<file path="src/design/dio_pkg.sv">
`default_nettype none
package dio_pkg;
    // register bus
    localparam int            ADDR_W     = 8;
    localparam int            DATA_W     = 32;
    localparam logic [7:0]    OFF_CTRL   = 8'h00;
    localparam logic [7:0]    OFF_PERIOD = 8'h04;
    localparam logic [7:0]    OFF_LOW    = 8'h08;
    localparam logic [7:0]    OFF_HIGH   = 8'h0C;
    localparam logic [7:0]    OFF_CMD    = 8'h10;
    localparam logic [7:0]    OFF_STATUS = 8'h14;
    // control, command and status fields
    localparam int            CTRL_DIR_LSB    = 0;
    localparam int            CTRL_TB_BIT     = 2;
    localparam int            CTRL_ANALOG_BIT = 3;
    localparam int            CMD_ON_BIT      = 16;
    localparam int            STAT_RESULT_BIT = 0;
    localparam int            STAT_DRIVE_BIT  = 1;
    localparam int            STAT_FIXON_BIT  = 2;
    localparam int            STAT_VARON_BIT  = 3;
    localparam int            STAT_EFF_LSB    = 16;
    // percent in tenths of a percent
    localparam int            PCT_W      = 10;
    localparam logic [9:0]    PCT_ZERO   = 10'h000;
    localparam logic [9:0]    PCT_FULL   = 10'h3E8;
    // fixed time base, in tenths of a second
    localparam logic [9:0]    PERIOD_MIN = 10'h001;
    localparam logic [9:0]    PERIOD_MAX = 10'h258;
    localparam logic [9:0]    PERIOD_RST = 10'h00A;
    localparam int            MS_PER_TENTH = 100;
    localparam int            TENTHS_PER_UNIT = 10;
    localparam int            PCT_SCALE  = 1000;
    // timing
    localparam int            CLK_PERIOD_NS = 8;
    localparam int            TICK_NS       = 1000000;
    localparam int            MS_CYCLES     = TICK_NS / CLK_PERIOD_NS;
    // variable time base: index of the last line cycle in a three-cycle block
    localparam logic [1:0]    BLOCK_LAST = 2'h2;
    typedef enum logic [1:0] {
        DIR_CONTACT = 2'b00,
        DIR_OUTPUT  = 2'b01,
        DIR_VOLTAGE = 2'b10
    } dir_t;
    typedef enum logic [1:0] {
        FX_IDLE = 2'b00,
        FX_ON   = 2'b01,
        FX_OFF  = 2'b10
    } fix_state_t;
endpackage
`default_nettype wire

</file>
<file path="src/design/digital_io_point.sv">
// What this block does
// - direction selects contact input, voltage input or driven output
// - contact mode: result on while contact closed, else off
// - voltage mode: result on while adequate voltage seen, else off
// - output mode takes a digital on/off or an analog percent command
// - off or 0% scaled duty holds output off; on or 100% scaled duty holds it on
// - between limits, average on-time equals the percent via chosen method
// - fixed method: on for percent times period, off for the rest, repeating
// - fixed period programmable 0.1 to 60.0 s, used only by fixed method
// - variable method switches on whole line cycles, at most every three
// - low scale 0.0 to 100.0% gives power at 0% command
// - high scale 0.0 to 100.0% gives power at 100% command
// - commands map linearly between low and high scale before modulation
// - variable method is meant only for solid-state or thyristor loads
//
// The placing of the registers and the address-and-strobe port were decided locally.
`default_nettype none
module digital_io_point
    import dio_pkg::*;
#(
    parameter int CYCLES_PER_MS = MS_CYCLES
) (
    // clock and reset
    input  wire logic              clk,
    input  wire logic              rst,
    // register port
    input  wire logic [ADDR_W-1:0] addr,
    input  wire logic [DATA_W-1:0] wdata,
    input  wire logic              wr,
    input  wire logic              rd,
    output logic      [DATA_W-1:0] rdata,
    // field side
    input  wire logic              contactClosed,
    input  wire logic              voltageOk,
    input  wire logic              lineCycle,
    output logic                   driveOut,
    output logic                   driveEn_n,
    // application side
    output logic                   digitalResult
);
    // configuration
    logic [1:0]       dir;
    logic             varBase;
    logic             analogCmd;
    logic [PCT_W-1:0] periodTenths;
    logic [PCT_W-1:0] lowScale;
    logic [PCT_W-1:0] highScale;
    logic [PCT_W-1:0] cmdPct;
    logic             cmdOn;
    logic [PCT_W-1:0] effDuty;
    logic [1:0]       next_dir;
    logic             next_varBase;
    logic             next_analogCmd;
    logic [PCT_W-1:0] next_periodTenths;
    logic [PCT_W-1:0] next_lowScale;
    logic [PCT_W-1:0] next_highScale;
    logic [PCT_W-1:0] next_cmdPct;
    logic             next_cmdOn;
    logic [PCT_W-1:0] next_effDuty;
    logic [DATA_W-1:0] next_rdata;
    // fixed time base
    fix_state_t       fixState;
    fix_state_t       next_fixState;
    logic [16:0]      tickCnt;
    logic [16:0]      next_tickCnt;
    logic             msTick;
    logic [15:0]      periodCnt;
    logic [15:0]      holdOn;
    logic [15:0]      holdLen;
    logic [15:0]      next_periodCnt;
    logic [15:0]      next_holdOn;
    logic [15:0]      next_holdLen;
    logic [15:0]      calcOn;
    logic [15:0]      calcLen;
    logic             fixedActive;
    logic             periodEnd;
    // outputs
    logic             varLevel;
    logic             next_driveOut;
    logic             next_driveEn_n;
    logic             next_digitalResult;

    function automatic logic [PCT_W-1:0] clampPct(input logic [DATA_W-1:0] v);
        clampPct = (v > {22'h0, PCT_FULL}) ? PCT_FULL : v[PCT_W-1:0];
    endfunction

    function automatic logic [PCT_W-1:0] scalePct(input logic [PCT_W-1:0] lo,
                                                  input logic [PCT_W-1:0] hi,
                                                  input logic [PCT_W-1:0] c);
        logic [31:0] acc;
        acc = 32'(lo) * 32'(PCT_FULL - c) + 32'(hi) * 32'(c);
        scalePct = PCT_W'(acc / 32'(PCT_SCALE));
    endfunction

    // register writes and reads
    always_comb begin
        next_dir          = dir;
        next_varBase      = varBase;
        next_analogCmd    = analogCmd;
        next_periodTenths = periodTenths;
        next_lowScale     = lowScale;
        next_highScale    = highScale;
        next_cmdPct       = cmdPct;
        next_cmdOn        = cmdOn;
        next_rdata        = '0;
        if (wr) begin
            case (addr)
                OFF_CTRL: begin
                    if (wdata[CTRL_DIR_LSB+1:CTRL_DIR_LSB] != 2'b11) begin
                        next_dir = wdata[CTRL_DIR_LSB+1:CTRL_DIR_LSB];
                    end
                    next_varBase   = wdata[CTRL_TB_BIT];
                    next_analogCmd = wdata[CTRL_ANALOG_BIT];
                end
                OFF_PERIOD: begin
                    if (wdata < {22'h0, PERIOD_MIN}) begin
                        next_periodTenths = PERIOD_MIN;
                    end else if (wdata > {22'h0, PERIOD_MAX}) begin
                        next_periodTenths = PERIOD_MAX;
                    end else begin
                        next_periodTenths = wdata[PCT_W-1:0];
                    end
                end
                OFF_LOW:  next_lowScale  = clampPct(wdata);
                OFF_HIGH: next_highScale = clampPct(wdata);
                OFF_CMD: begin
                    next_cmdPct = clampPct({16'h0, wdata[15:0]});
                    next_cmdOn  = wdata[CMD_ON_BIT];
                end
                default: ;
            endcase
        end
        if (rd) begin
            case (addr)
                OFF_CTRL: begin
                    next_rdata[CTRL_DIR_LSB+1:CTRL_DIR_LSB] = dir;
                    next_rdata[CTRL_TB_BIT]                 = varBase;
                    next_rdata[CTRL_ANALOG_BIT]             = analogCmd;
                end
                OFF_PERIOD: next_rdata[PCT_W-1:0] = periodTenths;
                OFF_LOW:    next_rdata[PCT_W-1:0] = lowScale;
                OFF_HIGH:   next_rdata[PCT_W-1:0] = highScale;
                OFF_CMD: begin
                    next_rdata[PCT_W-1:0]  = cmdPct;
                    next_rdata[CMD_ON_BIT] = cmdOn;
                end
                OFF_STATUS: begin
                    next_rdata[STAT_RESULT_BIT] = digitalResult;
                    next_rdata[STAT_DRIVE_BIT]  = driveOut;
                    next_rdata[STAT_FIXON_BIT]  = (fixState == FX_ON);
                    next_rdata[STAT_VARON_BIT]  = varLevel;
                    next_rdata[STAT_EFF_LSB+PCT_W-1:STAT_EFF_LSB] = effDuty;
                end
                default: next_rdata = '0;
            endcase
        end
        next_effDuty = scalePct(lowScale, highScale, cmdPct);
    end

    always_ff @(posedge clk) begin
        if (rst) begin
            dir          <= DIR_CONTACT;
            varBase      <= 1'b0;
            analogCmd    <= 1'b0;
            periodTenths <= PERIOD_RST;
            lowScale     <= PCT_ZERO;
            highScale    <= PCT_FULL;
            cmdPct       <= PCT_ZERO;
            cmdOn        <= 1'b0;
            effDuty      <= PCT_ZERO;
            rdata        <= '0;
        end else begin
            dir          <= next_dir;
            varBase      <= next_varBase;
            analogCmd    <= next_analogCmd;
            periodTenths <= next_periodTenths;
            lowScale     <= next_lowScale;
            highScale    <= next_highScale;
            cmdPct       <= next_cmdPct;
            cmdOn        <= next_cmdOn;
            effDuty      <= next_effDuty;
            rdata        <= next_rdata;
        end
    end

    // fixed time base: millisecond tick and period sequencer
    assign fixedActive = (dir == DIR_OUTPUT) && analogCmd && !varBase;
    assign msTick      = (tickCnt == 17'(CYCLES_PER_MS - 1));
    assign calcLen     = 16'(32'(periodTenths) * 32'(MS_PER_TENTH));
    assign calcOn      = 16'((32'(effDuty) * 32'(periodTenths)) / 32'(TENTHS_PER_UNIT));
    assign periodEnd   = msTick && (periodCnt + 16'h1 >= holdLen);

    always_comb begin
        next_tickCnt   = msTick ? 17'h0 : tickCnt + 17'h1;
        next_fixState  = fixState;
        next_periodCnt = periodCnt;
        next_holdOn    = holdOn;
        next_holdLen   = holdLen;
        case (fixState)
            FX_IDLE: begin
                next_periodCnt = 16'h0;
                if (fixedActive) begin
                    next_holdOn   = calcOn;
                    next_holdLen  = calcLen;
                    next_fixState = (calcOn != 16'h0) ? FX_ON : FX_OFF;
                end
            end
            FX_ON, FX_OFF: begin
                if (periodEnd) begin
                    next_periodCnt = 16'h0;
                    next_holdOn    = calcOn;
                    next_holdLen   = calcLen;
                    next_fixState  = (calcOn != 16'h0) ? FX_ON : FX_OFF;
                end else if (msTick) begin
                    next_periodCnt = periodCnt + 16'h1;
                    if (periodCnt + 16'h1 >= holdOn) begin
                        next_fixState = FX_OFF;
                    end
                end
            end
            default: next_fixState = FX_IDLE;
        endcase
        if (!fixedActive) begin
            next_fixState  = FX_IDLE;
            next_periodCnt = 16'h0;
        end
    end

    always_ff @(posedge clk) begin
        if (rst) begin
            tickCnt   <= 17'h0;
            fixState  <= FX_IDLE;
            periodCnt <= 16'h0;
            holdOn    <= 16'h0;
            holdLen   <= 16'h0;
        end else begin
            tickCnt   <= next_tickCnt;
            fixState  <= next_fixState;
            periodCnt <= next_periodCnt;
            holdOn    <= next_holdOn;
            holdLen   <= next_holdLen;
        end
    end

    // variable time base
    line_cycle_modulator u_lineMod (
        .clk      (clk),
        .rst      (rst),
        .enable   ((dir == DIR_OUTPUT) && analogCmd && varBase),
        .lineTick (lineCycle),
        .duty     (effDuty),
        .level    (varLevel)
    );

    // pin and result selection
    always_comb begin
        next_driveEn_n     = (dir != DIR_OUTPUT);
        next_digitalResult = 1'b0;
        next_driveOut      = 1'b0;
        case (dir)
            DIR_CONTACT: next_digitalResult = contactClosed;
            DIR_VOLTAGE: next_digitalResult = voltageOk;
            DIR_OUTPUT: begin
                if (!analogCmd) begin
                    next_driveOut = cmdOn;
                end else if (effDuty == PCT_ZERO) begin
                    next_driveOut = 1'b0;
                end else if (effDuty >= PCT_FULL) begin
                    next_driveOut = 1'b1;
                end else begin
                    next_driveOut = varBase ? varLevel : (fixState == FX_ON);
                end
            end
            default: ;
        endcase
    end

    always_ff @(posedge clk) begin
        if (rst) begin
            driveOut      <= 1'b0;
            driveEn_n     <= 1'b1;
            digitalResult <= 1'b0;
        end else begin
            driveOut      <= next_driveOut;
            driveEn_n     <= next_driveEn_n;
            digitalResult <= next_digitalResult;
        end
    end
endmodule
`default_nettype wire

</file>
<file path="src/design/line_cycle_modulator.sv">
`default_nettype none
module line_cycle_modulator
    import dio_pkg::*;
(
    // clock and reset
    input  wire logic             clk,
    input  wire logic             rst,
    // control
    input  wire logic             enable,
    input  wire logic             lineTick,
    input  wire logic [PCT_W-1:0] duty,
    // result
    output logic                  level
);
    logic [1:0]       cycInBlock;
    logic [PCT_W:0]   acc;
    logic [1:0]       next_cycInBlock;
    logic [PCT_W:0]   next_acc;
    logic             next_level;
    logic [PCT_W+1:0] sum;

    // decide on or off once per block of three line cycles
    always_comb begin
        next_cycInBlock = cycInBlock;
        next_acc        = acc;
        next_level      = level;
        sum             = {1'b0, acc} + {2'b00, duty};
        if (!enable) begin
            next_cycInBlock = 2'h0;
            next_acc        = '0;
            next_level      = 1'b0;
        end else if (lineTick) begin
            next_cycInBlock = (cycInBlock == BLOCK_LAST) ? 2'h0 : cycInBlock + 2'h1;
            if (cycInBlock == 2'h0) begin
                if (sum >= {2'b00, PCT_FULL}) begin
                    next_level = 1'b1;
                    next_acc   = PCT_W'(sum - {2'b00, PCT_FULL}) & {1'b0, {PCT_W{1'b1}}};
                end else begin
                    next_level = 1'b0;
                    next_acc   = sum[PCT_W:0];
                end
            end
        end
    end

    always_ff @(posedge clk) begin
        if (rst) begin
            cycInBlock <= 2'h0;
            acc        <= '0;
            level      <= 1'b0;
        end else begin
            cycInBlock <= next_cycInBlock;
            acc        <= next_acc;
            level      <= next_level;
        end
    end
endmodule
`default_nettype wire

</file>
<file path="config.mk">
export PLATFORM = sky130hd
export DESIGN_NAME = digital_io_point
export DESIGN_NICKNAME = d
export VERILOG_FILES = /design/src/design/dio_pkg.sv /design/src/design/digital_io_point.sv /design/src/design/line_cycle_modulator.sv
export SDC_FILE = /design/constraint.sdc
export NUM_CORES = 1
export LEC_CHECK = 0
export ABC_AREA = 1
export BUFFER_PORTS_ARGS = -buffer_cell sky130_fd_sc_hd__buf_2
export CORE_ASPECT_RATIO = 1.4
export CORE_MARGIN = 2
export CORE_UTILIZATION = 30
export CTS_BUF_LIST = sky130_fd_sc_hd__clkbuf_2
export DETAILED_ROUTE_END_ITERATION = 8
export PLACE_DENSITY = 0.5
export SLEW_MARGIN = 0
export SYNTH_ARGS = -nofsm -noshare
export SYNTH_HDL_FRONTEND = slang
export SYNTH_HIERARCHICAL = 1
export SYNTH_SLANG_ARGS = --single-unit
export TNS_END_PERCENT = 100
</file>
<file path="constraint.sdc">
create_clock -name clk -period 44.3 [get_ports clk]
set_clock_uncertainty 0.1 [all_clocks]
set_input_delay 8.86 -clock clk [delete_from_list [all_inputs] [get_ports clk]]
set_output_delay 8.86 -clock clk [all_outputs]
set_load 0.1 [all_outputs]
</file>
==> impl_metrics.yaml <==
sta:
  finalSetupViolCount: 0
  slew_viol_final: 0
  period_needed_ns: 16.52
  tightest_slew_ns: 1.037
  max_freq_ghz: 0.06052
  slew_headroom: 0.3036
  post-route-period-util: 0.3730
  setup_tns_ns: 0
  grt_setup_unrepaired: "false"
  hold_viol_final: 0
  holdWs_ns: 0.3732
detailed_routing:
  num_vias: 22750
  antenna_violating_nets_post_route: 0
  drtIter0Drc: 977
  firstDrtPassIters: 5
  drt_wl_total_mm: 71.11
  post_drt_wl_per_cell_um: 14.51
  vias_per_cell: 4.643
  drcViolationCount: 0
cts:
  tritoncts: "built"
  cts.clk_slew.worst_paths_ns: 0.30
  cts_hold_buf: 0
  htree_levels: 4
  post_cts_buffers: 0
  clockRootBuffer: "clkbuf_2"
  clockBufferDepth: 2
  clock_latency_ns: 0.87
  clkSinkCount: 157
  cts_resized: 0
  cts_buffers: 17
place:
  port_buffers: 69
  gp_congestion: 0.8825
  place_hpwl_mm: 59.24
logic_synthesis:
  syn-cell-area_um2: 24970
  synth-simple-area-share: 0.2935
  synth_edf_count: 0
  ys_types: 60
  synth_fa_ha_area_frac: 0.3072
  synth-compound-area-share: 0.09254
  ys_seq_area_frac: 0.1259
  synthXorXnorAreaFrac: 0.03437
  synth_ff_type: "dfxtp_1"
  yosys_warnings: 6
  synth_top_family_by_area: "adder cells"
  synthCells: 3781
  async_reset_ff_frac: 0
  ys_ff_latch: 157
  syn_area_per_cell_um2: 6.605
  synth.area.mux_share: 0.0004008
pwr:
  p_leak_nw: 15.31
  vdd_ir_drop_max_mv: 0.01148
  p_per_area_nw_per_um2: 10.20
floorplanning:
  die_h_um: 345.4
  die_area_um2: 85600
  rows: 125
  num_io_pins: 82
  start_util: 0.3019
  coreArea_um2: 82740
  die_w_um: 247.8
critical_path:
  cp.arrival_ns: 17.23
  startpoint_type: "flip-flop"
  crit_fanout: 16
  path_class: "flip-flop to flip-flop"
  required_ns: 45.01
  critPathMostFrequentCell: "nand2_1"
  cp_slowest_cell: "dfxtp_1"
  cp-end-kind: "flip-flop"
  max_stage_delay_ns: 0.84
grt:
  grt_max_degree: 50
  antenna_found_initial: 2
  grt_pass1_vias: 22600
  grt-ovfl-total: 0
  grt_pass1_wl_mm: 117.0
  gr-usage-all-layers: 0.1702
layout:
  utilization: 0.3226
  layout_commonest_cell: "nand2_1"
  area_growth_pct: 6.884
  final_layout_size_suffix_gt1_frac: 0.07281
  nets: 4333
  layout_common_cells: "991 x nand2_1, 833 x inv_1, 258 x ha_1"
run_status:
  status: "complete, no violations"
run:
  maxCapViolCount: 0
hold_path:
  hold_path.class: "flip-flop to flip-flop"
-- cell families (layout without fill, tap and decap cells) --
| group | Yosys count | count (layout) |
|---|---|---|
| simple gates | 1676 | 1676 |
| buf+inv | 959 | 985 |
| fa+ha+maj | 480 | 480 |
| compound gates | 409 | 409 |
| flops | 157 | 157 |
| xor+xnor | 98 | 98 |
| other cells | 1 | 15 |
| mux | 1 | 1 |
-- critical path, delay by kind of cell, from the launching register on --
kind / cells / cell delay (ns)
buffers and inverters: 13 / 0.89
flip-flops: 1 / 0.84
XOR/XNOR: 1 / 0.18
adder cells (fa/ha/maj): 12 / 5.79
AO/OA/AOI/OAI: 7 / 1.18
AND/OR/NAND/NOR: 66 / 7.52
-- final timing paths --
| kind | to | slack (ns) | start | depth (start not counted) |
|---|---|---|---|---|
| max reg2reg | effDuty[0]$_SDFF_PP0_ | 27.78 | cmdPct[3]$_SDFFE_PP0P_ | 99 |
| min | tickCnt[0]$_SDFF_PP0_ | 0.37 | tickCnt[0]$_SDFF_PP0_ | 1 |
| min reg2reg | tickCnt[0]$_SDFF_PP0_ | 0.37 | tickCnt[0]$_SDFF_PP0_ | 1 |
| max | effDuty[0]$_SDFF_PP0_ | 27.78 | cmdPct[3]$_SDFFE_PP0P_ | 99 |
-- synthesized netlist by cell type (4+ instances only) --
master    instances  area share
nor2_4            5      0.0023
o22ai_1           6      0.0015
buf_4            12      0.0036
o31ai_1           5      0.0015
and2_1            4      0.0010
nor3_1           31      0.0062
clkbuf_1         76       0.011
o21ai_0         100       0.020
nand3b_1          9      0.0027
a31oi_1          10      0.0025
inv_1           833        0.13
o21a_1            8      0.0024
nand4_1          51       0.013
inv_2            28      0.0042
o21bai_1         14      0.0042
nor2_2           20      0.0050
a211oi_1          9      0.0027
nor4_1           14      0.0035
or2_2             6      0.0015
fa_1            222        0.18
nand2_2          57       0.014
o211ai_1         10      0.0030
o21ai_1          29      0.0058
nand2_4          13      0.0059
ha_1            258        0.13
nand3_2          22      0.0088
a21oi_1         187       0.037
xnor2_1          25      0.0088
nor2_1          227       0.034
nand3_1         218       0.044
clkinv_1          8      0.0012
a221oi_1          6      0.0021
xor2_1           73       0.026
dfxtp_1         157        0.13
nand2_1         991        0.15
a21o_1            4      0.0012
-- layer usage --
layer  wire length (um)  GRT usage  share of wire
met5                  0          0              0
met4               2334    0.05744          0.033
met3               1565    0.01063          0.022
met2              37080     0.3194           0.52
met1              30130     0.2014           0.42
-- where the power goes --
group          switching (W)  leakage (nW)  total [W]  internal [W]
logic              0.0000288          13.9  0.0000402     0.0000113
clock network      0.0000654         0.146  0.0000884     0.0000230
registers         0.00000136          1.27   0.000144      0.000142
total              0.0000956          15.3   0.000272      0.000177
-- metrics by stage --
stage / area [um^2] / power [W] / worst slack [ns] / cells
detailed placement: 26450 / 0.0001866 / 27.88 / 4866
CTS: 26690 / 0.0002769 / 27.78 / 4897
finish: 26690 / 0.0002723 / 27.78 / 4900
global placement: 26450 / 0.0001867 / 27.94 / 4866
global route: 26690 / 0.0002866 / 25.98 / 4900
floorplan: 25020 / 0.0001755 / 29.90 / 3792
-- sequential cells by signal, indices dropped and copies added (netlist names), 10 cells and up --
signal,count
rdata,20
cmdPct,10
u_lineMod/acc,11
periodTenths,10
highScale,10
tickCnt,17
effDuty,10
periodCnt,16
holdLen,14
holdOn,16
lowScale,10
-- layout make-up --
type                            instances  area, um^2
Multi-Input combinational cell       2676       18230
Antenna cell                            3       7.507
Fill cell                            9142       56040
Clock inverter                         14       151.4
Tap cell                             1079        1350
Clock buffer                           17       85.08
Sequential cell                       157        3143
Timing Repair Buffer                   84       457.9
Inverter                              870        3267
No activity file was read; power rests on OpenSTA's default activity.
